==> src/core/rcr_pkg.sv <==
// Package with register map, field layout and reset values of the RTC bank
package rcr_pkg;

  // Register offsets on the device's internal register port
  localparam logic [7:0] CONTROL_OFFSET = 8'h0e;
  localparam logic [7:0] FLAGS_OFFSET   = 8'h0f;
  localparam logic [7:0] CHARGER_OFFSET = 8'h10;

  // Control field positions
  localparam int CTL_OSC_RUN_N    = 7;
  localparam int CTL_BACKUP_OE    = 5;
  localparam int CTL_RATE_HI      = 4;
  localparam int CTL_RATE_LO      = 3;
  localparam int CTL_ALARM_SELECT = 2;
  localparam int CTL_A2_ENABLE    = 1;
  localparam int CTL_A1_ENABLE    = 0;

  // Flags field positions
  localparam int FLG_OSC_HALT = 7;
  localparam int FLG_ALARM_TWO = 1;
  localparam int FLG_ALARM_ONE = 0;

  // Writable bits and first power-up values
  localparam logic [7:0] CONTROL_MASK  = 8'hbf;
  localparam logic [7:0] CONTROL_RESET = 8'h18;
  localparam logic [7:0] FLAGS_RESET   = 8'h80;
  localparam logic [7:0] CHARGER_RESET = 8'h00;

  // Charger fields
  localparam logic [3:0] CHARGER_KEY   = 4'ha;
  localparam logic [1:0] DIODE_NONE    = 2'h1;
  localparam logic [1:0] DIODE_ONE     = 2'h2;
  localparam logic [1:0] RES_250       = 2'h1;
  localparam logic [1:0] RES_2K        = 2'h2;
  localparam logic [1:0] RES_4K        = 2'h3;

  // Rate select encodings
  localparam logic [1:0] RATE_1HZ   = 2'h0;
  localparam logic [1:0] RATE_4KHZ  = 2'h1;
  localparam logic [1:0] RATE_8KHZ  = 2'h2;
  localparam logic [1:0] RATE_32KHZ = 2'h3;

  // Register write/read port
  typedef struct packed {
    logic       write;
    logic       read;
    logic [7:0] addr;
    logic [7:0] data;
  } rcr_access_type;

  // Decoded trickle charger setup
  typedef struct packed {
    logic enable;
    logic oneDiode;
    logic [1:0] resistor;
  } rcr_charger_type;

endpackage

==> src/core/rcr_regs.sv <==
// Control, flag and trickle charger registers of the serial RTC
// Notes on behaviour
// - Control bit 7 low runs the oscillator, high stops it; zero at power-up.
// - Bit 5 low tristates the combined output on power fail; high keeps it.
// - Backup output enable bit starts at zero.
// - With wave selected, rate bits pick 1Hz, 4.096k, 8.192k or 32.768kHz.
// - Both rate bits start at one, giving 32.768kHz.
// - Alarm output selected: enabled alarm matches assert output, no wave.
// - Output select low carries the square wave; it starts low.
// - Alarm two enable gates its flag onto the output; starts at zero.
// - Alarm one enable gates its flag onto the output; starts at zero.
// - Oscillator halt flag sets on the oscillator stopping edge.
// - Halt flag also sets at power-up and when software stops oscillator.
// - Halt flag holds until software writes zero; writing one does nothing.
// - Alarm two match sets flag bit 1, and output if enabled.
// - Alarm one match sets flag bit 0, and output if enabled.
// - Alarm flags clear on a written zero; a written one leaves them.
// - Charger runs only with key 1010 in the upper nibble.
// - Charger register starts all zero, charger off.
// - Diode field 01 no diode, 10 one diode; 00 and 11 disable.
// - Resistor field 01 250, 10 2k, 11 4k ohms; 00 disables.
// - Alarms are compared once per second and matching flags set.
// - Alarm output stays active until software clears the flag.
`timescale 1ns/1ps

module rcr_regs (
  // Clock and reset
  input  wire logic                     clk,
  input  wire logic                     rst_n,
  // Register port from the serial slave
  input  wire rcr_pkg::rcr_access_type  access,
  output logic [7:0]                    readData,
  // Timekeeping side
  input  wire logic                     secondTick,
  input  wire logic                     alarmOneMatch,
  input  wire logic                     alarmTwoMatch,
  input  wire logic                     oscStopped,
  input  wire logic                     wave1Hz,
  input  wire logic                     wave4k,
  input  wire logic                     wave8k,
  input  wire logic                     wave32k,
  input  wire logic                     powerFail,
  // Oscillator control
  output logic                          oscRun,
  // Combined wave/interrupt pin
  output logic                          waveOrIrqOut,
  output logic                          waveOrIrqOe_n,
  // Trickle charger decode
  output rcr_pkg::rcr_charger_type      charger
);
  import rcr_pkg::*;

  logic [7:0] rtcControl;
  logic [7:0] rtcFlags;
  logic       oscHaltFlag;
  logic       alarmOneFlag;
  logic       alarmTwoFlag;
  logic [7:0] chargerConfig;
  logic       oscStoppedDly;
  logic       next_wave;
  logic       next_oe_n;
  rcr_charger_type next_charger;

  // Register hit for a write at a given offset
  function automatic logic hit(input rcr_access_type a,
                               input logic [7:0] off);
    return a.write && (a.addr == off);
  endfunction

  wire ctlWrite = hit(access, CONTROL_OFFSET);
  wire flgWrite = hit(access, FLAGS_OFFSET);
  wire chgWrite = hit(access, CHARGER_OFFSET);
  wire oscStopEdge = oscStopped && !oscStoppedDly;
  // Software stopping the oscillator counts as a stop event
  wire swStop = ctlWrite && access.data[CTL_OSC_RUN_N]
                && !rtcControl[CTL_OSC_RUN_N];
  wire a1Event = secondTick && alarmOneMatch;
  wire a2Event = secondTick && alarmTwoMatch;

  // Control register; bit 6 is masked so it stays zero
  always_ff @(posedge clk or negedge rst_n) begin
    if (!rst_n) begin
      rtcControl <= CONTROL_RESET;
    end else if (ctlWrite) begin
      rtcControl <= access.data & CONTROL_MASK;
    end
  end

  // Edge history of the oscillator stop indication
  always_ff @(posedge clk or negedge rst_n) begin
    if (!rst_n) begin
      oscStoppedDly <= 1'b0;
    end else begin
      oscStoppedDly <= oscStopped;
    end
  end

  // Halt flag: sticky, set wins over a same-cycle clear
  always_ff @(posedge clk or negedge rst_n) begin
    if (!rst_n) begin
      oscHaltFlag <= FLAGS_RESET[FLG_OSC_HALT];
    end else if (oscStopEdge || swStop) begin
      oscHaltFlag <= 1'b1;
    end else if (flgWrite && !access.data[FLG_OSC_HALT]) begin
      oscHaltFlag <= 1'b0;
    end
  end

  // Alarm flags: match sets, written zero clears, written one keeps
  always_ff @(posedge clk or negedge rst_n) begin
    if (!rst_n) begin
      alarmOneFlag <= FLAGS_RESET[FLG_ALARM_ONE];
      alarmTwoFlag <= FLAGS_RESET[FLG_ALARM_TWO];
    end else begin
      if (a1Event) begin
        alarmOneFlag <= 1'b1;
      end else if (flgWrite && !access.data[FLG_ALARM_ONE]) begin
        alarmOneFlag <= 1'b0;
      end
      if (a2Event) begin
        alarmTwoFlag <= 1'b1;
      end else if (flgWrite && !access.data[FLG_ALARM_TWO]) begin
        alarmTwoFlag <= 1'b0;
      end
    end
  end

  // Status byte; one driver per flag, unused bits tied low
  always_comb begin
    rtcFlags                = 8'h00;
    rtcFlags[FLG_OSC_HALT]  = oscHaltFlag;
    rtcFlags[FLG_ALARM_TWO] = alarmTwoFlag;
    rtcFlags[FLG_ALARM_ONE] = alarmOneFlag;
  end

  // Charger register holds any value; only the decode checks the key
  always_ff @(posedge clk or negedge rst_n) begin
    if (!rst_n) begin
      chargerConfig <= CHARGER_RESET;
    end else if (chgWrite) begin
      chargerConfig <= access.data;
    end
  end

  // Readback mux; unmapped offsets read zero
  always_ff @(posedge clk or negedge rst_n) begin
    if (!rst_n) begin
      readData <= 8'h00;
    end else if (access.read) begin
      case (access.addr)
        CONTROL_OFFSET: readData <= rtcControl;
        FLAGS_OFFSET:   readData <= rtcFlags;
        CHARGER_OFFSET: readData <= chargerConfig;
        default:        readData <= 8'h00;
      endcase
    end
  end

  // Oscillator runs while the active-low enable is clear
  assign oscRun = !rtcControl[CTL_OSC_RUN_N];

  // Pin source: wave by rate or gated alarm flags, both registered
  always_comb begin
    next_wave = 1'b1;
    if (rtcControl[CTL_ALARM_SELECT]) begin
      // Flags stay set until cleared, so the level holds with them
      next_wave = !((rtcFlags[FLG_ALARM_ONE]
                     && rtcControl[CTL_A1_ENABLE])
                    || (rtcFlags[FLG_ALARM_TWO]
                        && rtcControl[CTL_A2_ENABLE]));
    end else begin
      case (rtcControl[CTL_RATE_HI:CTL_RATE_LO])
        RATE_1HZ:   next_wave = wave1Hz;
        RATE_4KHZ:  next_wave = wave4k;
        RATE_8KHZ:  next_wave = wave8k;
        RATE_32KHZ: next_wave = wave32k;
        default:    next_wave = 1'b1;
      endcase
    end
    // Released on power fail unless backup operation is enabled
    next_oe_n = powerFail && !rtcControl[CTL_BACKUP_OE];
  end

  // Pin registers; the enable is active low, high means released
  always_ff @(posedge clk or negedge rst_n) begin
    if (!rst_n) begin
      waveOrIrqOut  <= 1'b1;
      waveOrIrqOe_n <= 1'b0;
    end else begin
      waveOrIrqOut  <= next_wave;
      waveOrIrqOe_n <= next_oe_n;
    end
  end

  // Charger decode: key, diode and resistor must all be legal
  always_comb begin
    next_charger.enable =
      (chargerConfig[7:4] == CHARGER_KEY)
      && (chargerConfig[3:2] == DIODE_NONE
          || chargerConfig[3:2] == DIODE_ONE)
      && (chargerConfig[1:0] != 2'h0);
    next_charger.oneDiode = chargerConfig[3:2] == DIODE_ONE;
    next_charger.resistor = chargerConfig[1:0];
    if (!next_charger.enable) begin
      next_charger.oneDiode = 1'b0;
      next_charger.resistor = 2'h0;
    end
  end

  // Registered charger controls
  always_ff @(posedge clk or negedge rst_n) begin
    if (!rst_n) begin
      charger <= '0;
    end else begin
      charger <= next_charger;
    end
  end
endmodule

==> config.mk <==
export PLATFORM = sky130hd
export DESIGN_NAME = rcr_regs
export DESIGN_NICKNAME = d
export VERILOG_FILES = /design/src/core/rcr_pkg.sv /design/src/core/rcr_regs.sv
export SDC_FILE = /design/constraint.sdc
export NUM_CORES = 1
export LEC_CHECK = 0
export ABC_AREA = 1
export BUFFER_PORTS_ARGS = -buffer_cell sky130_fd_sc_hd__clkbuf_2
export CAP_MARGIN = 25
export CORE_MARGIN = 2
export CORE_UTILIZATION = 35
export CTS_BUF_LIST = sky130_fd_sc_hd__clkbuf_8
export DETAILED_ROUTE_END_ITERATION = 10
export GPL_TIMING_DRIVEN = 1
export PLACE_DENSITY = 0.67
export SYNTH_ARGS = -nofsm -noshare
export SYNTH_HDL_FRONTEND = slang
export SYNTH_SLANG_ARGS = --single-unit
==> constraint.sdc <==
create_clock -name clk -period 1.9 [get_ports clk]
set_clock_uncertainty 0.2 [all_clocks]
set_input_delay 0.19 -clock clk [delete_from_list [all_inputs] [get_ports clk]]
set_output_delay 0.19 -clock clk [all_outputs]
set_load 0.01 [all_outputs]
==> impl_metrics.env <==
export IMPL_status="complete, no violations"
export IMPL_min_period_ps=1480
export IMPL_drive_gt1_share_pct=32.5
export IMPL_die_x_um=72.9
export IMPL_ios=44
export IMPL_reg2reg_depth=5
export IMPL_fp_dieArea_um2=5310
export IMPL_path_clk_slew_ps=70
export IMPL_cts_tree="built"
export IMPL_place_area_um2=1920
export IMPL_crit_fanout=1
export IMPL_endpoint="alarmTwoFlag"
export IMPL_ir_drop_uv=296
export IMPL_start_util_pct=35.6
export IMPL_cts_max_level=2
export IMPL_crit_start="alarmTwoMatch"
export IMPL_ant_nets=0
export IMPL_pwr_share_clk_pct=34.2
export IMPL_setup_viol=0
export IMPL_max_freq_mhz=674
export IMPL_cp_start_kind="primary input"
export IMPL_intPower_w=0.00106
export IMPL_ys_seq_area_share_pct=50.1
export IMPL_critPathKind="in2reg"
export IMPL_timing_rr_end="charger[0]"
export IMPL_hold_path_class="in2reg"
export IMPL_port_buffers=43
export IMPL_r2r_slack_ps=620
export IMPL_cp_data_arrival_time_ps=1470
export IMPL_grt_usage_pct=14.7
export IMPL_grt_setup_unrepaired="no"
export IMPL_grt_pass1_vias=1351
export IMPL_die_y_um=72.9
export IMPL_drt_iter0_drc=29
export IMPL_tightestPinTransition_ps=415
export IMPL_hpwl_um=2580
export IMPL_avgSynthCellArea_um2=8.78
export IMPL_post_route_drc_count=0
export IMPL_powerDensity_nw_per_um2=663
export IMPL_insertion_delay_ps=280
export IMPL_fp_row_count=25
export IMPL_synth_top_family_by_area="simple AND/OR/NAND/NOR gates"
export IMPL_wl_per_cell_um=11.2
export IMPL_gp_congestion=0.773
export IMPL_dp_cells=284
export IMPL_wl_um=3420
export IMPL_drt_first_pass_iters=4
export IMPL_synth_fa_ha_area_share_pct=0.754
export IMPL_cts_buffers=5
export IMPL_via_per_inst=4.53
export IMPL_synthXorXnorAreaFrac_pct=0
export IMPL_synth_compound_area_share_pct=9.50
export IMPL_area_growth_pct=28.7
export IMPL_rr_startpoint="chargerConfig[2]"
export IMPL_slowest_stage="dlygate4sd3_1"
export IMPL_yosysWarnings=0
export IMPL_period_share_pct=78.1
export IMPL_finalNonFillerCells=306
export IMPL_slew_headroom_pct=72.4
export IMPL_fin_setup_tns_ps=0
export IMPL_worstPathCellList="dlygate4sd3_1 > clkbuf_2 > nand2_1 > dlygate4sd3_1 > nand2_1"
export IMPL_fin_area_um2=2140
export IMPL_synthSimpleGateAreaFrac_pct=30.8
export IMPL_seqPwrFrac_pct=53.2
export IMPL_synth_cells=189
export IMPL_grt_max_degree=34
export IMPL_end_kind="flop"
export IMPL_synth_area_um2=1660
export IMPL_maxCapViolCount=0
export IMPL_final_nets=281
export IMPL_cts_buffer_depth=2
export IMPL_pwr_share_comb_pct=12.6
export IMPL_insertedDiodeCount=0
export IMPL_grt_overflow=0
export IMPL_cts_root_buf="clkbuf_8"
export IMPL_drv_slew=0
export IMPL_antenna_found_initial=0
export IMPL_crit_required_ps=1880
export IMPL_multi_input_area_um2=682
export IMPL_utilization_pct=45.8
export IMPL_cts_sinks=33
export IMPL_synth_nets=219
export IMPL_leakage_nw=1.16
export IMPL_hold_violations=0
export IMPL_synthMuxAreaShare_pct=0
export IMPL_fillers=486
export IMPL_max_stage_delay_ps=540
export IMPL_vias=1387
export IMPL_synth_distinct_cells=26
export IMPL_grt_pass1_wl_um=5820
export IMPL_seqCellArea_um2=831
export IMPL_p_sw_share_pct=25.2
export IMPL_core_um2=4660
export IMPL_post_cts_buffers=0
export IMPL_ys_ff_latch=33
export IMPL_switchingPower_w=0.000356
worst min path at each step:
stage / start / end / depth (start not counted)
floorplan: rst_n / alarmOneFlag / 0
global placement: rst_n / waveOrIrqOe_n / 2
CTS: access[1] / chargerConfig[1] / 3
detailed placement: rst_n / waveOrIrqOe_n / 2
finish: access[1] / chargerConfig[1] / 3
global route: access[1] / chargerConfig[1] / 3
sequential cells by signal (all words and copies together) (netlist names):
signal,cells
oscHaltFlag,1
chargerConfig,8
readData,8
rtcControl,7
alarmTwoFlag,1
oscStoppedDly,1
alarmOneFlag,1
waveOrIrqOut,1
charger,4
waveOrIrqOe_n,1
what timing repair did:
item                                   4_1_cts  5_1_grt
setup endpoints to repair                    0        0
endpoints found under the hold margin       45        0
hold buffers                                14        0
resized for setup                            0        0
synth_stat cells:
cell type  instances  area, um^2
a211oi_1           1        7.51
nor2_1            10        37.5
nor2_2             1        6.26
nand4_1            1        6.26
nand3_1           22         110
and2_1             1        6.26
o21a_1             2        15.0
clkbuf_1           1        3.75
inv_2              4        15.0
nand3_2            2        20.0
ha_1               1        12.5
nor2_8             2        40.0
buf_8              1        15.0
nand2_1           56         210
clkinv_1           1        3.75
nand3_4            1        17.5
nand2_2            2        12.5
buf_6              2        22.5
dfstp_2            4         105
nand2_4            2        22.5
nor2_4             2        22.5
inv_1             23        86.3
o21ai_2           10        87.6
o21ai_1            6        30.0
a21oi_2            2        17.5
dfrtp_1           29         726
layout make-up:
class                           instances  area share (%)
Clock buffer                            5            3.22
Clock inverter                          3           0.527
Inverter                               28            4.92
Multi-Input combinational cell        124            31.9
Sequential cell                        33            38.9
Tap cell                               54            3.16
Timing Repair Buffer                   59            17.3
cells in the final DEF, fill, tap and decap left out, types with 5 or more instances in the layout:
cell type / count
nand2_1: 56
clkbuf_2: 43
dfrtp_1: 29
inv_1: 26
nand3_1: 22
dlygate4sd3_1: 14
nor2_1: 10
o21ai_2: 10
o21ai_1: 6
clkbuf_8: 5
worst max-delay path, delay by kind of cell:
family,cells,cell delay [ps]
buf+inv,3,1170
simple gates,2,100
per-layer routing:
| metal | track usage [%] | routed length (um) |
|---|---|---|
| met5 | 0 | 0 |
| met4 | 5.56 | 49 |
| met3 | 5.52 | 153 |
| met2 | 23.5 | 1610 |
| met1 | 18.0 | 1610 |
kinds of logic after synthesis:
kind of cell               after synthesis
and+or+nand+nor                        102
DFF                                     33
buffers and inverters                   32
AOI/OAI and AO/OA                       21
adders and majority gates                1
power groups by stage:
stage	Sequential, W	Combinational (W)	Clock (W)
2_1_floorplan	0.000765	0.0000832	0
3_3_place_gp	0.000766	0.000156	0
3_5_place_dp	0.000766	0.000159	0
4_1_cts	0.000753	0.000181	0.000501
5_1_grt	0.000755	0.000201	0.000537
6_report	0.000753	0.000178	0.000485
stage by stage:
step | worst slack, ps | total power [W] | hold slack (ps)
after floorplan | 684 | 0.000848 | -306
after global placement | 429 | 0.000921 | 37.7
after detailed placement | 399 | 0.000925 | 41.3
after CTS | 436 | 0.00144 | 3.04
after global routing | 394 | 0.00149 | 16.7
final | 417 | 0.00142 | 3.31
Note: power is estimated with default switching activity, not from simulation.
